`config.mk`:
```
export PLATFORM = sky130hd
export DESIGN_NAME = led_boost_enable_sequencer
export DESIGN_NICKNAME = d
export VERILOG_FILES = /design/src/verilog/led_seq_pkg.sv /design/src/verilog/switch_freq_osc.sv /design/src/verilog/led_boost_enable_sequencer.sv
export SDC_FILE = /design/constraint.sdc
export NUM_CORES = 1
export LEC_CHECK = 0
export ABC_AREA = 1
export BUFFER_PORTS_ARGS = -buffer_cell sky130_fd_sc_hd__buf_2
export CAP_MARGIN = 20
export CORE_MARGIN = 2
export CORE_UTILIZATION = 45
export CTS_BUF_LIST = sky130_fd_sc_hd__clkbuf_4
export DETAILED_ROUTE_END_ITERATION = 7
export PLACE_DENSITY = 0.6
export SYNTH_ARGS = -nofsm -noshare
export SYNTH_HDL_FRONTEND = slang
export SYNTH_SLANG_ARGS = --single-unit
```
`constraint.sdc`:
```
create_clock -name CLK -period 5.4 [get_ports CLK]
set_input_delay 0.81 -clock CLK [delete_from_list [all_inputs] [get_ports CLK]]
set_output_delay 0.81 -clock CLK [all_outputs]
set_load 0.02 [all_outputs]
```
`src/verilog/led_seq_pkg.sv`:
```
/*
 * Constants for the LED boost enable sequencer: clock rate, wake, shutdown and
 * soft-start timing, oscillator periods and state codes.
 * Assumes a single 125 MHz clock and analog comparators that report as levels.
 */
package led_seq_pkg;
    localparam int CLK_MHZ = 125;
    localparam int WAKE_US = 100;
    localparam int WAKE_CYC = WAKE_US * CLK_MHZ;
    localparam int OFF_MS = 10;
    localparam int OFF_CYC = OFF_MS * 1000 * CLK_MHZ;
    localparam int SS_MS = 3;
    localparam int SS_CYC = SS_MS * 1000 * CLK_MHZ;
    localparam int SS_STEPS = 8;
    // Feedback comparator trips at this share of nominal, in percent
    localparam int FB_EARLY_PCT = 75;
    localparam int FDEF_KHZ = 600;
    localparam int FMAX_KHZ = 1000;
    localparam int FMIN_KHZ = 100;
    localparam logic [10:0] PER_DEF = 11'(CLK_MHZ * 1000 / FDEF_KHZ);
    localparam logic [10:0] PER_MIN = 11'(CLK_MHZ * 1000 / FMAX_KHZ);
    localparam logic [10:0] PER_MAX = 11'(CLK_MHZ * 1000 / FMIN_KHZ);
    localparam int SYNC_MIN_NS = 250;
    localparam int SYNC_MIN_CYC = (SYNC_MIN_NS * CLK_MHZ + 999) / 1000;
    localparam int SYNC_W = 6;
    localparam logic [1:0] SRC_RES = 2'h0;
    localparam logic [1:0] SRC_HIGH = 2'h1;
    localparam logic [1:0] SRC_SYNC = 2'h2;
    localparam logic [2:0] STEP_FULL = 3'h7;

    typedef enum logic [3:0] {
        ST_SHDN = 4'h1,
        ST_WAKE = 4'h2,
        ST_SOFT = 4'h4,
        ST_RUN = 4'h8
    } seq_state_e;
endpackage : led_seq_pkg

```
`src/verilog/switch_freq_osc.sv`:
```
/*
 * Switching-frequency pulse generator: resistor-set period, tied-high default
 * or edge-locked external sync.
 * Assumes the sync level is already synchronised and the period word is static.
 */
`timescale 1ns/1ns
module switch_freq_osc
    import led_seq_pkg::*;
(
    input wire logic clk,
    input wire logic rst_n,
    input wire logic run,
    input wire logic [1:0] src,
    input wire logic [10:0] res_period,
    input wire logic sync_lvl,
    output logic sw_pulse
);
    logic [10:0] cnt_ff, nxt_cnt;
    logic pulse_ff, nxt_pulse;
    logic sync_prev_ff;
    logic [10:0] period;

    always_comb begin
        // Out-of-range resistor codes clamp to the supported band
        if (src == SRC_HIGH) begin
            period = PER_DEF;
        end else if (res_period < PER_MIN) begin
            period = PER_MIN;
        end else if (res_period > PER_MAX) begin
            period = PER_MAX;
        end else begin
            period = res_period;
        end
        nxt_cnt = cnt_ff;
        nxt_pulse = 1'b0;
        if (!run) begin
            nxt_cnt = '0;
        end else if (src == SRC_SYNC) begin
            // Locks to each rising edge; pulse is one clock cycle wide
            nxt_pulse = sync_lvl && !sync_prev_ff;
            nxt_cnt = '0;
        end else if (cnt_ff >= period - 11'h1) begin
            nxt_cnt = '0;
            nxt_pulse = 1'b1;
        end else begin
            nxt_cnt = cnt_ff + 11'h1;
        end
    end

    always_ff @(posedge clk or negedge rst_n) begin
        if (!rst_n) begin
            cnt_ff <= '0;
            pulse_ff <= 1'b0;
            sync_prev_ff <= 1'b0;
        end else begin
            cnt_ff <= nxt_cnt;
            pulse_ff <= nxt_pulse;
            sync_prev_ff <= sync_lvl;
        end
    end

    assign sw_pulse = pulse_ff;
endmodule : switch_freq_osc

```
`src/verilog/led_boost_enable_sequencer.sv`:
```
/*
 * Enable, shutdown and soft-start sequencer of a single-string LED boost driver.
 * Assumes rail, feedback and analog-dim comparators arrive as asynchronous levels,
 * and the host drives the dimming input as a plain logic pin.
 */
`timescale 1ns/1ns
module led_boost_enable_sequencer
    import led_seq_pkg::*;
#(
    parameter int WAKE_CYCLES = WAKE_CYC,
    parameter int OFF_CYCLES = OFF_CYC,
    parameter int SS_CYCLES = SS_CYC
) (
    input wire logic CLK,
    input wire logic RST_N,
    input wire logic DIM_ENABLE_INPUT,
    input wire logic CORE_SUPPLY_RAIL_OK,
    input wire logic GATE_SUPPLY_RAIL_OK,
    input wire logic FB_EARLY_REACHED,
    input wire logic ANALOG_DIM_INPUT_LOW,
    input wire logic [1:0] FREQ_SELECT_SRC,
    input wire logic [10:0] FREQ_RES_PERIOD,
    input wire logic FREQ_SELECT_PIN,
    output logic CORE_REG_EN,
    output logic GATE_REG_EN,
    output logic FAULT_FLAG_N_O,
    output logic FAULT_FLAG_N_OE,
    output logic DIM_SWITCH_DRIVE,
    output logic BOOST_EN,
    output logic [2:0] CURRENT_LIMIT_STEP,
    output logic SOFT_START_DONE,
    output logic SW_PULSE
);
    localparam logic [13:0] WAKE_LAST = 14'(WAKE_CYCLES - 1);
    localparam logic [20:0] OFF_LOAD = 21'(OFF_CYCLES);
    localparam logic [20:0] OFF_ONE = 21'h1;
    localparam logic [18:0] SS_LAST = 19'(SS_CYCLES - 1);
    localparam logic [18:0] SS_STEP_LEN = 19'(SS_CYCLES / SS_STEPS);

    // Two-stage synchronisers; only stage two is read
    logic [SYNC_W-1:0] meta_ff, sync_ff;
    logic dim_s, core_s, gate_s, fb_s, ana_low_s, fsel_s;
    logic rails_ok;

    always_ff @(posedge CLK or negedge RST_N) begin
        if (!RST_N) begin
            meta_ff <= '0;
            sync_ff <= '0;
        end else begin
            meta_ff <= {FREQ_SELECT_PIN, ANALOG_DIM_INPUT_LOW, FB_EARLY_REACHED,
                        GATE_SUPPLY_RAIL_OK, CORE_SUPPLY_RAIL_OK, DIM_ENABLE_INPUT};
            sync_ff <= meta_ff;
        end
    end

    assign dim_s = sync_ff[0];
    assign core_s = sync_ff[1];
    assign gate_s = sync_ff[2];
    assign fb_s = sync_ff[3];
    assign ana_low_s = sync_ff[4];
    assign fsel_s = sync_ff[5];
    assign rails_ok = core_s && gate_s;

    function automatic logic [2:0] limit_step(input logic [18:0] cnt);
        logic [18:0] q;
        q = cnt / SS_STEP_LEN;
        if (q > 19'(STEP_FULL)) begin
            limit_step = STEP_FULL;
        end else begin
            limit_step = q[2:0];
        end
    endfunction : limit_step

    seq_state_e state_ff, nxt_state;
    logic [13:0] hi_cnt_ff, nxt_hi_cnt;
    logic [20:0] off_cnt_ff, nxt_off_cnt;
    logic [18:0] ss_cnt_ff, nxt_ss_cnt;
    logic reg_en_ff, nxt_reg_en;
    logic fault_ff, nxt_fault;
    logic drive_ff, nxt_drive;
    logic boost_ff, nxt_boost;
    logic [2:0] step_ff, nxt_step;
    logic done_ff, nxt_done;
    logic active;

    always_comb begin
        nxt_state = state_ff;
        nxt_hi_cnt = '0;
        nxt_off_cnt = off_cnt_ff;
        nxt_ss_cnt = ss_cnt_ff;
        case (state_ff)
            ST_SHDN: begin
                nxt_off_cnt = OFF_LOAD;
                nxt_ss_cnt = '0;
                // Short glitches never wake the part: the pulse must stay high
                if (dim_s && hi_cnt_ff == WAKE_LAST) begin
                    nxt_state = ST_WAKE;
                    nxt_off_cnt = OFF_LOAD;
                end else if (dim_s) begin
                    nxt_hi_cnt = hi_cnt_ff + 14'h1;
                end
            end
            ST_WAKE: begin
                nxt_ss_cnt = '0;
                if (rails_ok) begin
                    nxt_state = ST_SOFT;
                end
            end
            ST_SOFT: begin
                if (!rails_ok) begin
                    nxt_state = ST_WAKE;
                end else if (fb_s || ss_cnt_ff == SS_LAST) begin
                    nxt_state = ST_RUN;
                end else begin
                    nxt_ss_cnt = ss_cnt_ff + 19'h1;
                end
            end
            ST_RUN: begin
                if (!rails_ok) begin
                    nxt_state = ST_WAKE;
                end
            end
            default: begin
                nxt_state = ST_SHDN;
            end
        endcase
        if (state_ff != ST_SHDN) begin
            // High level keeps the timer cleared; each low stretch runs it down
            if (dim_s) begin
                nxt_off_cnt = OFF_LOAD;
            end else if (off_cnt_ff == OFF_ONE) begin
                nxt_state = ST_SHDN;
                nxt_off_cnt = OFF_LOAD;
            end else begin
                nxt_off_cnt = off_cnt_ff - OFF_ONE;
            end
        end
    end

    always_comb begin
        active = nxt_state != ST_SHDN;
        nxt_reg_en = active;
        nxt_fault = active && !rails_ok;
        nxt_drive = active && rails_ok && dim_s && !ana_low_s;
        nxt_boost = (nxt_state == ST_SOFT || nxt_state == ST_RUN)
                    && dim_s && !ana_low_s;
        nxt_done = nxt_state == ST_RUN;
        if (nxt_state == ST_RUN) begin
            nxt_step = STEP_FULL;
        end else if (nxt_state == ST_SOFT) begin
            nxt_step = limit_step(nxt_ss_cnt);
        end else begin
            nxt_step = '0;
        end
    end

    always_ff @(posedge CLK or negedge RST_N) begin
        if (!RST_N) begin
            state_ff <= ST_SHDN;
            hi_cnt_ff <= '0;
            off_cnt_ff <= '0;
            ss_cnt_ff <= '0;
            reg_en_ff <= 1'b0;
            fault_ff <= 1'b0;
            drive_ff <= 1'b0;
            boost_ff <= 1'b0;
            step_ff <= '0;
            done_ff <= 1'b0;
        end else begin
            state_ff <= nxt_state;
            hi_cnt_ff <= nxt_hi_cnt;
            off_cnt_ff <= nxt_off_cnt;
            ss_cnt_ff <= nxt_ss_cnt;
            reg_en_ff <= nxt_reg_en;
            fault_ff <= nxt_fault;
            drive_ff <= nxt_drive;
            boost_ff <= nxt_boost;
            step_ff <= nxt_step;
            done_ff <= nxt_done;
        end
    end

    switch_freq_osc u_osc (
        .clk(CLK),
        .rst_n(RST_N),
        .run(boost_ff),
        .src(FREQ_SELECT_SRC),
        .res_period(FREQ_RES_PERIOD),
        .sync_lvl(fsel_s),
        .sw_pulse(SW_PULSE)
    );

    assign CORE_REG_EN = reg_en_ff;
    assign GATE_REG_EN = reg_en_ff;
    // Open drain: only ever pulls low
    assign FAULT_FLAG_N_O = 1'b0;
    assign FAULT_FLAG_N_OE = fault_ff;
    assign DIM_SWITCH_DRIVE = drive_ff;
    assign BOOST_EN = boost_ff;
    assign CURRENT_LIMIT_STEP = step_ff;
    assign SOFT_START_DONE = done_ff;
endmodule : led_boost_enable_sequencer

```
Word-level counts from Yosys, hierarchy flattened
Cells that the tools add are included.
{"block": "totals", "input_bits": 21, "regBits": 91, "output_inout_bits": 11}
{"block": "op_classes", "magnitude_cmp": 4, "n_eq_ne": 13, "n_mux": 31, "add_sub_neg": 5, "n_div": 1, "reduce_logical": 16}
{"op": "2-to-1 mux 21 bit", "count": 4}
{"op": "2-to-1 mux 11 bit", "count": 6}
{"op": "2-to-1 mux 14 bit", "count": 3}
{"op": "2-to-1 mux 19 bit", "count": 2}
{"op": "one-hot mux 19 bit (2 select lines)", "count": 1}
{"op": "2-to-1 mux 4 bit", "count": 8}
{"op": "equality test 21 x 1 -> 1 bit, second input constant", "count": 1}
{"op": "subtractor 21 x 1 -> 21 bit, second input constant", "count": 1}
{"op": "adder 19 x 1 -> 19 bit, second input constant", "count": 1}
{"op": "divider 19 x 16 -> 19 bit, second input constant", "count": 1}
{"op": "equality test 19 bit, second input constant", "count": 1}
{"op": "greater-than comparator 19 x 3 -> 1 bit, second input constant", "count": 1}
{"op": "one-hot mux 4 bit (4 select lines)", "count": 1}
{"op": "adder 14 x 1 -> 14 bit, second input constant", "count": 1}
{"op": "equality test 14 bit, second input constant", "count": 1}
{"op": "adder 11 x 1 -> 11 bit, second input constant", "count": 1}
{"op": "greater-or-equal comparator 11 bit", "count": 1}
{"op": "greater-than comparator 11 bit, second input constant", "count": 1}
{"op": "< comparator 11 x 7 -> 1 bit, second input constant", "count": 1}
{"op": "subtractor 11 x 1 -> 11 bit, second input constant", "count": 1}
{"op": "logical AND 1 bit", "count": 9}
{"op": "2-to-1 mux 3 bit", "count": 3}
{"op": "equality test 4 x 3 -> 1 bit, second input constant", "count": 2}
{"op": "equality test 4 bit, second input constant", "count": 2}
{"op": "10 further kinds", "count": 16}

Longest topological paths before layout
Gate-level depths: netlist of run 1.
{"block": "depth", "depth_word": 12, "mapped_depth": 47}

Cells and area by module
Synthesis of run 1 repeated with hierarchy kept, for this count alone.
{"block": "hier_totals", "cells_unflattened": 1151, "hier_area_um2": 7539.7}
{"mod": "led_boost_enable_sequencer", "cells_per_inst": 967, "n_inst": 1, "seq_area_each_um2": 1953.1, "area_per_inst_um2": 6178.4}
{"mod": "switch_freq_osc", "cells_per_inst": 184, "n_inst": 1, "seq_area_each_um2": 325.3, "area_per_inst_um2": 1361.3}

Least setup slack after synthesis of run 1
No wires, ideal clock.
{"block": "synth_path", "path_type": "register to register", "start": "register ss_cnt_ff[0]", "end": "register step_ff[0], in the netlist CURRENT_LIMIT_STEP[0]", "arrival_time_ps": 4390, "path_stages_with_launch": 45, "t_required_ps": 5323, "synth_period_minus_slack_ps": 4468, "path_buffers": 2, "slack_ps": 932, "path_cell_list": "dfrtp_1 ha_1 inv_1 nor2_1 nand2_1 nor2_4 nand2_4 buf_6 nand4_2 nor2_1 nor2_4 ha_1 inv_1 nand2_1 nand3_1 nand2_1 nand2_1 nand2_1 [9 not listed] nand3_1 nand2_1 inv_1 ha_1 inv_1 a21oi_1 nand2_1 nand2_1 nand2_1 nand2_1 nand2_1 nand2_1 nand2_1 nor2_1 nand2_1 nor2_1 nand3_1 a21oi_1"}
{"block": "synth_via", "word_cells_on_any_way": 19, "cone_classes": "1 x add/sub; 1 x div; 1 x order compare; 3 x eq/ne; 12 x mux; 1 x reduce/logical"}
{"element": "from (decl)", "line": "led_boost_enable_sequencer.sv:77", "source": "logic [18:0] ss_cnt_ff, nxt_ss_cnt;"}
{"element": "from (signal assigned)", "line": "led_boost_enable_sequencer.sv:173", "source": "ss_cnt_ff <= nxt_ss_cnt;"}
{"element": "branches (longest 2 deep; another with adder 19 x 1 -> 19 bit)"}
{"element": "2-to-1 mux 19 bit *", "line": "led_boost_enable_sequencer.sv:112", "source": "end else if (fb_s || ss_cnt_ff == SS_LAST) begin"}
{"element": "2-to-1 mux 19 bit *", "line": "led_boost_enable_sequencer.sv:110", "source": "if (!rails_ok) begin"}
{"element": "one-hot mux 19 bit (2 select lines) *", "line": "led_boost_enable_sequencer.sv:91", "source": "case (state_ff)"}
{"element": "net nxt_ss_cnt[4]", "line": "led_boost_enable_sequencer.sv:77"}
{"element": "divider 19 x 16 -> 19 bit *", "line": "led_boost_enable_sequencer.sv:66", "source": "q = cnt / SS_STEP_LEN;"}
{"element": "greater-than comparator 19 x 3 -> 1 bit", "line": "led_boost_enable_sequencer.sv:67", "source": "if (q > 19'(STEP_FULL)) begin"}
{"element": "2-to-1 mux 3 bit *", "line": "led_boost_enable_sequencer.sv:67"}
{"element": "2-to-1 mux 3 bit *", "line": "led_boost_enable_sequencer.sv:150", "source": "end else if (nxt_state == ST_SOFT) begin"}
{"element": "2-to-1 mux 3 bit *", "line": "led_boost_enable_sequencer.sv:148", "source": "if (nxt_state == ST_RUN) begin"}
{"element": "net nxt_step[0]", "line": "led_boost_enable_sequencer.sv:82", "source": "logic [2:0] step_ff, nxt_step;"}
{"element": "to (signal assigned)", "line": "led_boost_enable_sequencer.sv:178", "source": "step_ff <= nxt_step;"}
{"element": "to (decl)", "line": "led_boost_enable_sequencer.sv:82"}
Mark *: on every way through the listed nets, which the timed path passes.
A chain may end at the register's enable or synchronous reset.

Final worst setup path of run 1
{"block": "layout_path", "start": "register ss_cnt_ff[1]", "end": "register step_ff[0], in the netlist CURRENT_LIMIT_STEP[0]"}
The elaborated chain is that of the path after synthesis.

==> impl_metrics.json, run 1 <==
{
  "dpl.hpwl_um": 13800,
  "place_congestion": 0.928,
  "grt_use_total_pct": 20.9,
  "synth_edf_count": 0,
  "synth_top_cell_by_area": "dfrtp_1",
  "clock-root-buffer": "clkbuf_4",
  "cp_slowest_cell": "dfrtp_1",
  "vias_per_cell": 4.97,
  "clk_path_buf_depth": 2,
  "die_w_um": 133,
  "die_h_um": 133,
  "skew_ps": 18.6,
  "clk-insertion-delay-late_ps": 470,
  "wire_per_inst_um": 12.7,
  "grt_start_max_net_pins": 51,
  "sequentialPowerShare_pct": 61.8,
  "core_area_sq_um": 16400,
  "layout-drive-gt1-share_pct": 16.8,
  "netlist_area_sq_um": 7480,
  "whs_ps": 300,
  "finalSetupViolCount": 0,
  "worstPathRequired_ps": 5820,
  "grt_pass1_vias": 6338,
  "drv_cap": 0,
  "drt_first_pass_iters": 5,
  "grt_first_pass_wirelength_um": 30500,
  "ys_ff_latch": 91,
  "clkTransAtPathRegs_ps": 150,
  "synthTopCellsByArea": "dfrtp_1, nand2_1, nor2_1",
  "p_sw_share_pct": 27.2,
  "vias": 7018,
  "netlist_instances": 1128,
  "utilization_pct": 50.0,
  "layout_min_cycle_time_ps": 4950,
  "grt_antenna_before_repair": 1,
  "ys_warn_count": 0,
  "slowest_delay_ps": 400,
  "end_kind": "register",
  "powerDensity_nw_per_um2": 136,
  "port_buffers": 30,
  "fmax_mhz": 202,
  "clkSinkCount": 91,
  "num_rows": 47,
  "cp_common_cell": "nand2_1",
  "synth_flop_cell": "dfrtp_1",
  "fin_total_pwr_uw": 1120,
  "p_int_uw": 815,
  "combPwrFrac_pct": 7.2,
  "drtAntennaViolNets": 0,
  "cp-start-kind": "register",
  "die_area_sq_um": 17700,
  "min_path_type": "in2async",
  "tightestPinTransition_ps": 613,
  "htreeDepth": 3,
  "ir_drop_mv": 0.126,
  "drt_iter0_drc": 504,
  "totalWireLength_um": 18000,
  "maxSlewViolCount": 0,
  "syn_nets": 1168,
  "cts_made_buffers": 9,
  "synthArstFlopShare_pct": 100,
  "crit_fanout": 9,
  "syn_area_per_cell_sq_um": 6.63,
  "overflow": 0,
  "hold_viol_final": 0,
  "ctsHoldBuffers": 0,
  "clkPwrFrac_pct": 31.0,
  "seq_area_frac_synth_pct": 30.5,
  "area_delta_synth_final_pct": 9.79,
  "slew_headroom_pct": 59.2,
  "ys_types": 50,
  "cts_tree": "built",
  "critical_path_class": "reg2reg",
  "switching_power_uw": 304,
  "p_leak_uw": 0.00423,
  "fin_nets": 1225,
  "status": "completed",
  "period_share_pct": 91.6,
  "arrival_ps": 5360,
  "synth_top_area_share_pct": 30.1,
  "start_util_pct": 45.6,
  "post-route-drc-count": 0,
  "ios": 32
}
==> cell usage after synthesis (3+ instances only) <==
cell type,count
nand4_1,30
nand3_1,109
nor3_1,27
nor2_1,149
clkbuf_1,3
xor2_1,35
inv_2,17
dfrtp_1,90
nand2_2,39
nor4_1,4
a21oi_1,29
nor2_4,12
a221oi_1,3
buf_4,3
nand2_4,8
buf_6,6
xnor2_1,8
nor3b_1,4
o21ai_0,24
inv_1,145
ha_1,19
buf_2,4
o21ai_1,6
nor2_2,9
nand2_1,305
nand3_2,11
==> cells in the final DEF, fill, tap and decap left out, drive strengths merged, types with 2 or more instances in the layout <==
master  synthesis  layout
nor4            4       4
nand2         352     352
nand3b          2       2
a21oi          32      32
nor3           28      28
nor3b           4       4
nor2          170     170
xnor2           8       8
and3            2       2
o21ai          30      30
clkinv          1       5
nand4          33      33
nand3         122     122
dfrtp          90      90
xor2           35      35
ha             19      19
buf            14      63
clkbuf          3      10
inv           162     164
a221oi          3       3
==> flip-flops by register name, indices dropped and copies added, names as in the netlist, 3 cells and up <==
register            count
sync_ff                 6
CURRENT_LIMIT_STEP      3
state_ff                4
meta_ff                 6
hi_cnt_ff              14
u_osc.cnt_ff           11
ss_cnt_ff              19
off_cnt_ff             21
==> layout make-up <==
cell class	count	area, sq um
diodes	1	2.50
clock buffers	10	75.1
clock inverters	6	40.0
fillers	1705	8200
inverters	163	612
multi-input cells	857	4530
flip-flops and latches	91	2280
well taps	220	275
repair buffers	63	400
==> metrics by stage <==
stage / cells / worst slack (ps) / setup TNS (ps) / instance area, sq um
after detailed placement: 1375 / 177 / 0 / 7880
after floorplan: 1128 / 932 / 0 / 7480
final: 1411 / 453 / 0 / 8210
after global placement: 1375 / 225 / 0 / 7880
after CTS: 1391 / 145 / 0 / 7990
after global routing: 1411 / -42.4 / -42.4 / 8210
==> routing by layer <==
| metal | GRT usage, % | part of all wire, % | vias to the layer above |
|---|---|---|---|
| met1 | 31.2 | 51 | 3152 |
| met5 | 0 | 0 | - |
| met4 | 3.35 | 0.94 | 0 |
| li1 | - | - | 3700 |
| met3 | 3.72 | 4.4 | 17 |
| met2 | 32.1 | 44 | 149 |
==> worst max-delay path: cells and delay by family, from the launching register on <==
family	cells	cell delay [ps]
adder cells (fa/ha/maj)	1	220
AND/OR/NAND/NOR	32	3730
buffers and inverters	3	430
flip-flops	1	400
AO/OA/AOI/OAI	1	120
==> repair_timing <==
action,4_1_cts,5_1_grt
endpoints found under the hold margin,0,0
setup buffers,0,19
setup endpoints to repair,0,2
gates resized for setup,0,20
==> kinds of logic (layout without fill, tap and decap cells) <==
family	count (synthesis)	count (layout)	share of synthesized area, %
AO/OA/AOI/OAI	74	74	5.69
AND/OR/NAND/NOR	720	720	45.6
buffers and inverters	180	242	10.0
XOR/XNOR	43	43	5.04
other	1	2	0.0501
adder cells (fa/ha/maj)	19	19	3.18
flip-flops	91	91	30.5
==> worst paths after layout <==
path	cells after the start	startpoint	slack, ps	endpoint
worst max-delay path	37	ss_cnt_ff[1]$_DFF_PN0_	450	CURRENT_LIMIT_STEP[0]$_DFF_PN0_
worst min register to register	0	meta_ff[1]$_DFF_PN0_	370	sync_ff[1]$_DFF_PN0_
worst min-delay path	1	RST_N	300	hi_cnt_ff[0]$_DFF_PN0_
worst max register to register	37	ss_cnt_ff[1]$_DFF_PN0_	450	CURRENT_LIMIT_STEP[0]$_DFF_PN0_
min in group CLK	0	meta_ff[1]$_DFF_PN0_	370	sync_ff[1]$_DFF_PN0_
max in group asynchronous	2	RST_N	4050	ss_cnt_ff[15]$_DFF_PN0_
==> power groups by stage <==
stage	sequential (uW)	combinational [uW]	clock [uW]
6_report	692	80.1	347
5_1_grt	693	93.4	393
4_1_cts	692	81.5	364
3_5_place_dp	705	81.2	0
3_3_place_gp	704	80.8	0
2_1_floorplan	704	45.9	0
No activity file was read; power rests on OpenSTA's default activity.
==> run 2: changes to the inputs <==
--- a/config.mk
+++ b/config.mk
@@ -15,4 +15,5 @@
 export PLACE_DENSITY = 0.6
 export SYNTH_ARGS = -nofsm -noshare
 export SYNTH_HDL_FRONTEND = slang
+export SYNTH_HIERARCHICAL = 1
 export SYNTH_SLANG_ARGS = --single-unit
==> run 2 against run 1 <==
- design area increased by 7.4%
- sequential power about the same
- combinational power up 21%
- non-clock buffer count increased by 21
- register-to-register slack lost 140 ps
- synthesized area up 0.82%
- die area up 0.79%
- wire length grew 3.8%
- flip-flop and latch count unchanged
- setup slack worse by 140 ps
- first-iteration DRC count down 20%
- critical endpoint unchanged
- highest routed layer unchanged
==> impl_metrics.json, run 2 <==
{
  "netlist_instances": 1151,
  "cts_made_buffers": 9,
  "worstPathRequired_ps": 5770,
  "end_kind": "register",
  "clock-root-buffer": "clkbuf_4",
  "synth_edf_count": 0,
  "placed_cell_area_sq_um": 7910,
  "overflow": 0,
  "dpl_worst_slack_ps": 17.8,
  "fin_area_sq_um": 8820,
  "place_congestion": 0.929,
  "die_area_sq_um": 17800,
  "synthArstFlopShare_pct": 100,
  "syn_nets": 1190,
  "final_cell_mix": "nand2_1, nor2_1, inv_1, nand3_1, dfrtp_1",
  "yosysMostFrequentCell": "nand2_1",
  "netlist_area_sq_um": 7540,
  "synth_top_area_share_pct": 29.9,
  "largest_reg_flops": 21,
  "rr_worst_depth": 38,
  "n_fill_cell": 1649,
  "cp_slowest_cell": "dfrtp_1",
  "critical_path_class": "reg2reg",
  "num_rows": 47,
  "synth_compound_area_share_pct": 5.89,
  "maxSlewViolCount": 0,
  "htreeDepth": 3,
  "grt_start_max_net_pins": 68,
  "clk-insertion-delay-late_ps": 460,
  "drv_cap": 0,
  "drtAntennaViolNets": 0,
  "skew_ps": 15.8,
  "core_area_sq_um": 16500,
  "period_share_pct": 94.3,
  "whs_ps": 217,
  "vias": 7343,
  "synth_flop_cell": "dfrtp_1",
  "cts_tree": "built",
  "status": "completed",
  "crit_fanout": 10,
  "finalSetupViolCount": 0,
  "ctsHoldBuffers": 0,
  "ys_types": 51,
  "drt_first_pass_iters": 5,
  "min_path_type": "in2async",
  "layout-drive-gt1-share_pct": 22.9,
  "cp-startpoint": "ss_cnt_ff[1]$_DFF_PN0_",
  "ys_ff_latch": 91,
  "reg2reg_from": "ss_cnt_ff[1]$_DFF_PN0_",
  "ys_warn_count": 6,
  "synth_xor_area_share_pct": 4.07,
  "clkTransAtPathRegs_ps": 140,
  "port_buffers": 30,
  "synthMuxAreaShare_pct": 0,
  "start_util_pct": 45.8,
  "vias_per_cell": 5.03,
  "synth_top_cell_by_area": "dfrtp_1",
  "top_register": "off_cnt_ff",
  "seqCellArea_sq_um": 2280,
  "fin_nets": 1275,
  "synth_top_family_by_area": "simple AND/OR/NAND/NOR gates",
  "layout_min_cycle_time_ps": 5090,
  "syn_area_per_cell_sq_um": 6.55,
  "slowest_delay_ps": 450,
  "top_regs": "off_cnt_ff: 21 flops, ss_cnt_ff: 19 flops, hi_cnt_ff: 14 flops",
  "fmax_mhz": 196,
  "slew_headroom_pct": 44.0,
  "synthSimpleGateAreaFrac_pct": 47.6,
  "clkSinkCount": 91,
  "grt_use_total_pct": 20.6,
  "ios": 32,
  "clk_path_buf_depth": 2,
  "grt_antenna_before_repair": 0,
  "wire_per_inst_um": 12.8,
  "fin_ws_ps": 308,
  "arrival_ps": 5460,
  "grt_first_pass_wirelength_um": 30400,
  "p_leak_uw": 0.00438,
  "totalWireLength_um": 18700,
  "post-route-drc-count": 0,
  "powerDensity_nw_per_um2": 137,
  "dpl.hpwl_um": 13900,
  "die_w_um": 133,
  "layout_commonest_cell": "nand2_1",
  "drt_iter0_drc": 403,
  "cp-start-kind": "register",
  "seq_area_frac_synth_pct": 30.2,
  "synth_fa_ha_area_share_pct": 2.99,
  "synthTopCellsByArea": "dfrtp_1, nand2_1, nor2_1",
  "grt_pass1_vias": 6525,
  "area_delta_synth_final_pct": 17.0,
  "multi_input_area_sq_um": 4950,
  "synth_commonest_cells": "nand2_1, nor2_1, inv_1",
  "diodes": 0,
  "ir_drop_mv": 0.0855,
  "hold_viol_final": 0,
  "cp_common_cell": "nand2_1",
  "die_h_um": 133,
  "tightestPinTransition_ps": 841
}
-- run 2: worst paths after layout --
kind | to | slack (ps)
setup / recovery | CURRENT_LIMIT_STEP[0]$_DFF_PN0_ | 310
hold / removal | hi_cnt_ff[3]$_DFF_PN0_ | 220
setup reg to reg | CURRENT_LIMIT_STEP[0]$_DFF_PN0_ | 310
hold reg to reg | sync_ff[3]$_DFF_PN0_ | 360
max in group asynchronous | CURRENT_LIMIT_STEP[2]$_DFF_PN0_ | 4040
min in group CLK | sync_ff[3]$_DFF_PN0_ | 360
-- run 2: kinds of logic (layout without fill, tap and decap cells) --
logic type | Yosys count | in the layout
other | 1 | 1
adder cells (fa/ha/maj) | 18 | 18
AO/OA/AOI/OAI | 76 | 76
AND/OR/NAND/NOR | 759 | 765
buffers and inverters | 171 | 255
XOR/XNOR | 35 | 35
flip-flops | 91 | 91
-- run 2: cell type report --
class	count	share of cell area, %
multi-input cells	895	56.1
flip-flops and latches	91	25.8
inverters	155	6.64
repair buffers	84	6.48
well taps	220	3.12
clock inverters	7	1.04
clock buffers	9	0.766
-- run 2: layer usage --
layer,wire [um],track usage [%]
met1,9090,28.7
met2,8820,34.0
met3,586,3.27
met4,155,4.26
met5,0,0
-- run 2: timing repair --
item	in CTS	in global routing
setup endpoints to repair	0	2
gates resized for setup	0	86
buffers inserted	0	47
-- run 2: through the flow --
step | utilization (%) | total power [uW] | TNS (ps) | cells
3_3_place_gp | 48.0 | 803 | 0 | 1392
4_1_cts | 49.0 | 1230 | 0 | 1408
6_report | 53.6 | 1210 | 0 | 1461
5_1_grt | 53.6 | 1270 | -86.9 | 1461
2_1_floorplan | - | 765 | 0 | 1151
3_5_place_dp | 48.0 | 803 | 0 | 1392
-- run 2: report_power, final --
group / total [uW] / switching [uW] / internal [uW]
Sequential: 692 / 3.86 / 688
Combinational: 97.0 / 66.3 / 30.7
Clock: 417 / 230 / 187
-- run 2: worst max-delay path, delay by kind of cell (launching register included) --
kind / cells / cell delay, ps
and+or+nand+nor: 26 / 2810
AOI/OAI and AO/OA: 4 / 730
buffers and inverters: 6 / 620
DFF: 1 / 450
adders and majority gates: 1 / 230
xor gates and xnor gates: 1 / 160
==> run 3: changes to the inputs <==
--- a/config.mk
+++ b/config.mk
@@ -5,14 +5,15 @@
 export SDC_FILE = /design/constraint.sdc
 export NUM_CORES = 1
 export LEC_CHECK = 0
-export ABC_AREA = 1
+export ABC_AREA = 0
 export BUFFER_PORTS_ARGS = -buffer_cell sky130_fd_sc_hd__buf_2
 export CAP_MARGIN = 20
 export CORE_MARGIN = 2
 export CORE_UTILIZATION = 45
 export CTS_BUF_LIST = sky130_fd_sc_hd__clkbuf_4
+export CTS_CLUSTER_DIAMETER = 60
 export DETAILED_ROUTE_END_ITERATION = 7
-export PLACE_DENSITY = 0.6
+export PLACE_DENSITY = 0.63
 export SYNTH_ARGS = -nofsm -noshare
 export SYNTH_HDL_FRONTEND = slang
 export SYNTH_HIERARCHICAL = 1
==> constraint.sdc (replaced) <==
create_clock -name CLK -period 4.15 [get_ports CLK]
set_input_delay 0.6225 -clock CLK [delete_from_list [all_inputs] [get_ports CLK]]
set_output_delay 0.6225 -clock CLK [all_outputs]
set_load 0.02 [all_outputs]
==> run 3 against run 2 <==
- the flow now finishes with violations (negative setup slack)
- clock skew increased by 4.6 ps
- setup slack got worse by 1600 ps
- register-to-register slack got worse by 1600 ps
- synthesized area decreased by 3.2%
- critical path type unchanged
==> impl_metrics.json, run 3 <==
{
  "status": "finished with violations",
  "failed_checks": "negative setup slack",
  "fin_area_sq_um": 10500,
  "totalWireLength_um": 23100,
  "cp-start-kind": "register",
  "grt_first_pass_wirelength_um": 37900,
  "die_w_um": 131,
  "clkSinkCount": 91,
  "syn_nets": 916,
  "fmax_mhz": 183,
  "ys_types": 96,
  "start_util_pct": 46.0,
  "critical_path_class": "reg2reg",
  "fin_nets": 1205,
  "grt_antenna_before_repair": 0,
  "yosysMostFrequentCell": "nor2_1",
  "arrival_ps": 5860,
  "period_share_pct": 132,
  "grt_use_total_pct": 26.7,
  "ys_warn_count": 6,
  "rsz0062_at_grt": "true",
  "die_area_sq_um": 17300,
  "clock-root-buffer": "clkbuf_4",
  "layout_commonest_cell": "buf_4",
  "synthTopCellsByArea": "dfrtp_1, nor2_1, xnor2_1",
  "synth_top_cell_by_area": "dfrtp_1",
  "clk-insertion-delay-late_ps": 490,
  "die_h_um": 131,
  "vias_per_cell": 5.71,
  "drv_cap": 0,
  "worstPathRequired_ps": 4550,
  "powerDensity_nw_per_um2": 141,
  "wire_per_inst_um": 16.6,
  "finalSetupViolCount": 2,
  "dpl.cell_count": 1343,
  "diodes": 0,
  "p_leak_uw": 0.00455,
  "num_rows": 46,
  "syn_area_per_cell_sq_um": 8.32,
  "maxSlewViolCount": 0,
  "port_buffers": 30,
  "clkTransAtPathRegs_ps": 160,
  "synthArstFlopShare_pct": 100,
  "vias": 7921,
  "placed_cell_area_sq_um": 9650,
  "cts_tree": "built",
  "top_register": "off_cnt_ff",
  "end_kind": "register",
  "dpl.hpwl_um": 17800,
  "tightestPinTransition_ps": 926,
  "post-route-drc-count": 0,
  "skew_ps": 20.4,
  "place_congestion": 1.01,
  "cts_made_buffers": 9,
  "final_cell_mix": "buf_4, nor2_1, dfrtp_1, nand2_1, xnor2_1",
  "min_path_type": "in2reg",
  "ir_drop_mv": 0.120,
  "drt_first_pass_iters": 6,
  "grt_start_max_net_pins": 77,
  "netlist_area_sq_um": 7300,
  "n_fill_cell": 1347,
  "drt_iter0_drc": 584,
  "synth_top_area_share_pct": 30.9,
  "synth_commonest_cells": "nor2_1, dfrtp_1, nand2_1",
  "ys_ff_latch": 91,
  "fin_ws_ps": -1310,
  "seq_area_frac_synth_pct": 31.2,
  "whs_ps": 225,
  "tns_ps": -2020,
  "drtAntennaViolNets": 0,
  "htreeDepth": 3,
  "clk_path_buf_depth": 2,
  "slew_headroom_pct": 38.3,
  "grt_pass1_vias": 7607,
  "top_regs": "off_cnt_ff: 21 flops, ss_cnt_ff: 19 flops, hi_cnt_ff: 14 flops",
  "crit_fanout": 5,
  "area_delta_synth_final_pct": 44.3,
  "hold_viol_final": 0,
  "core_area_sq_um": 15900,
  "synth_flop_cell": "dfrtp_1",
  "layout_min_cycle_time_ps": 5460,
  "ios": 32,
  "synth_edf_count": 0,
  "overflow": 0,
  "layout-drive-gt1-share_pct": 39.1,
  "netlist_instances": 877,
  "utilization_pct": 66.3,
  "final_cells": 1387,
  "largest_reg_flops": 21
}
==> run 3: cell count changes in the layout (fill, tap and decap cells not counted), sizes merged, moves of 14 or more <==
cell    before  now
a31oi        1   15
nand2      380   50
and3         0   14
or3          2   18
o211ai       2   19
xnor2        9   42
nor3        21   39
nor2       192  123
o21ai       30   49
inv        154   41
nor4         7   28
buf         84  308
nand3      120   38
==> run 3: timing repair <==
item,CTS,global route
pin swaps,37,36
endpoints found under the setup margin,3,3
hold buffers,0,0
gates resized for setup,63,41
buffers inserted,17,15
==> run 3: path summary, 6_finish.rpt <==
| check | start | endpoint | slack (ps) | cells after the start |
|---|---|---|---|---|
| max in group asynchronous | RST_N | meta_ff[3]$_DFF_PN0_ | 3140 | 2 |
| worst min register to register | meta_ff[0]$_DFF_PN0_ | sync_ff[0]$_DFF_PN0_ | 370 | 0 |
| worst max-delay path | ss_cnt_ff[1]$_DFF_PN0_ | CURRENT_LIMIT_STEP[0]$_DFF_PN0_ | -1310 | 25 |
| min in group asynchronous | RST_N | off_cnt_ff[11]$_DFF_PN0_ | 230 | 1 |
| worst max register to register | ss_cnt_ff[1]$_DFF_PN0_ | CURRENT_LIMIT_STEP[0]$_DFF_PN0_ | -1310 | 25 |
| worst min-delay path | ANALOG_DIM_INPUT_LOW | meta_ff[4]$_DFF_PN0_ | 220 | 1 |
==> run 3: layer usage <==
metal | part of all wire [%] | track usage (%) | vias to the layer above
met5 | 0 | 0 | -
met4 | 2.6 | 8.27 | 0
met3 | 4.8 | 3.32 | 42
met2 | 46 | 44.0 | 241
met1 | 46 | 36.7 | 3759
li1 | - | - | 3879
==> run 3: cell families (layout without fill, tap and decap cells) <==
| logic type | Yosys count | count (layout) | synth area share (%) |
|---|---|---|---|
| mux | 12 | 12 | 1.70 |
| xor+xnor | 74 | 74 | 8.88 |
| fa+ha+maj | 18 | 18 | 3.09 |
| buf+inv | 66 | 360 | 3.93 |
| other cells | 1 | 1 | 0.0514 |
| simple gates | 389 | 389 | 28.2 |
| flops | 91 | 91 | 31.2 |
| compound gates | 226 | 226 | 23.0 |
==> run 3: worst max-delay path, stage by stage (launching register included) <==
cell and delay (ps):
dfrtp_1 410, ha_2 190, buf_4 160, nor4b_2 160, buf_4 140, nand3_1 90
nor4_2 60, buf_4 150, o31a_1 360, o31ai_4 330, buf_4 170, nand2_2 60
or4_4 560, o211ai_1 350, nand2_1 140, buf_4 180, o21ai_4 240, nor3_1 100
buf_4 150, o21ai_4 200, buf_4 190, nand4_1 200, a22oi_1 240, o221ai_1 150
and4_1 220, o221ai_2 160
==> run 3: cell type report <==
| type | instances | area [sq um] | share of cell area, % |
|---|---|---|---|
| clock buffer | 9 | 67.6 | 0.641 |
| clock inverter | 7 | 67.6 | 0.641 |
| inverter | 36 | 138 | 1.31 |
| multi-input combinational | 720 | 5430 | 51.5 |
| sequential | 91 | 2280 | 21.6 |
| tap | 216 | 270 | 2.57 |
| timing repair buffer | 308 | 2280 | 21.7 |
==> run 3: where the power goes <==
| group | internal (uW) | total, uW | switching, uW |
|---|---|---|---|
| registers | 896 | 901 | 5.19 |
| logic | 38.7 | 104 | 64.9 |
| clock network | 141 | 485 | 344 |
| total | 1070 | 1490 | 414 |
==> run 3: per-stage QoR <==
step                      worst slack, ps  power, uW
after CTS                           -1230       1510
after global placement              -1240       1020
final                               -1310       1490
after floorplan                     -1170        970
after detailed placement            -1480       1020
after global routing                -1540       1560
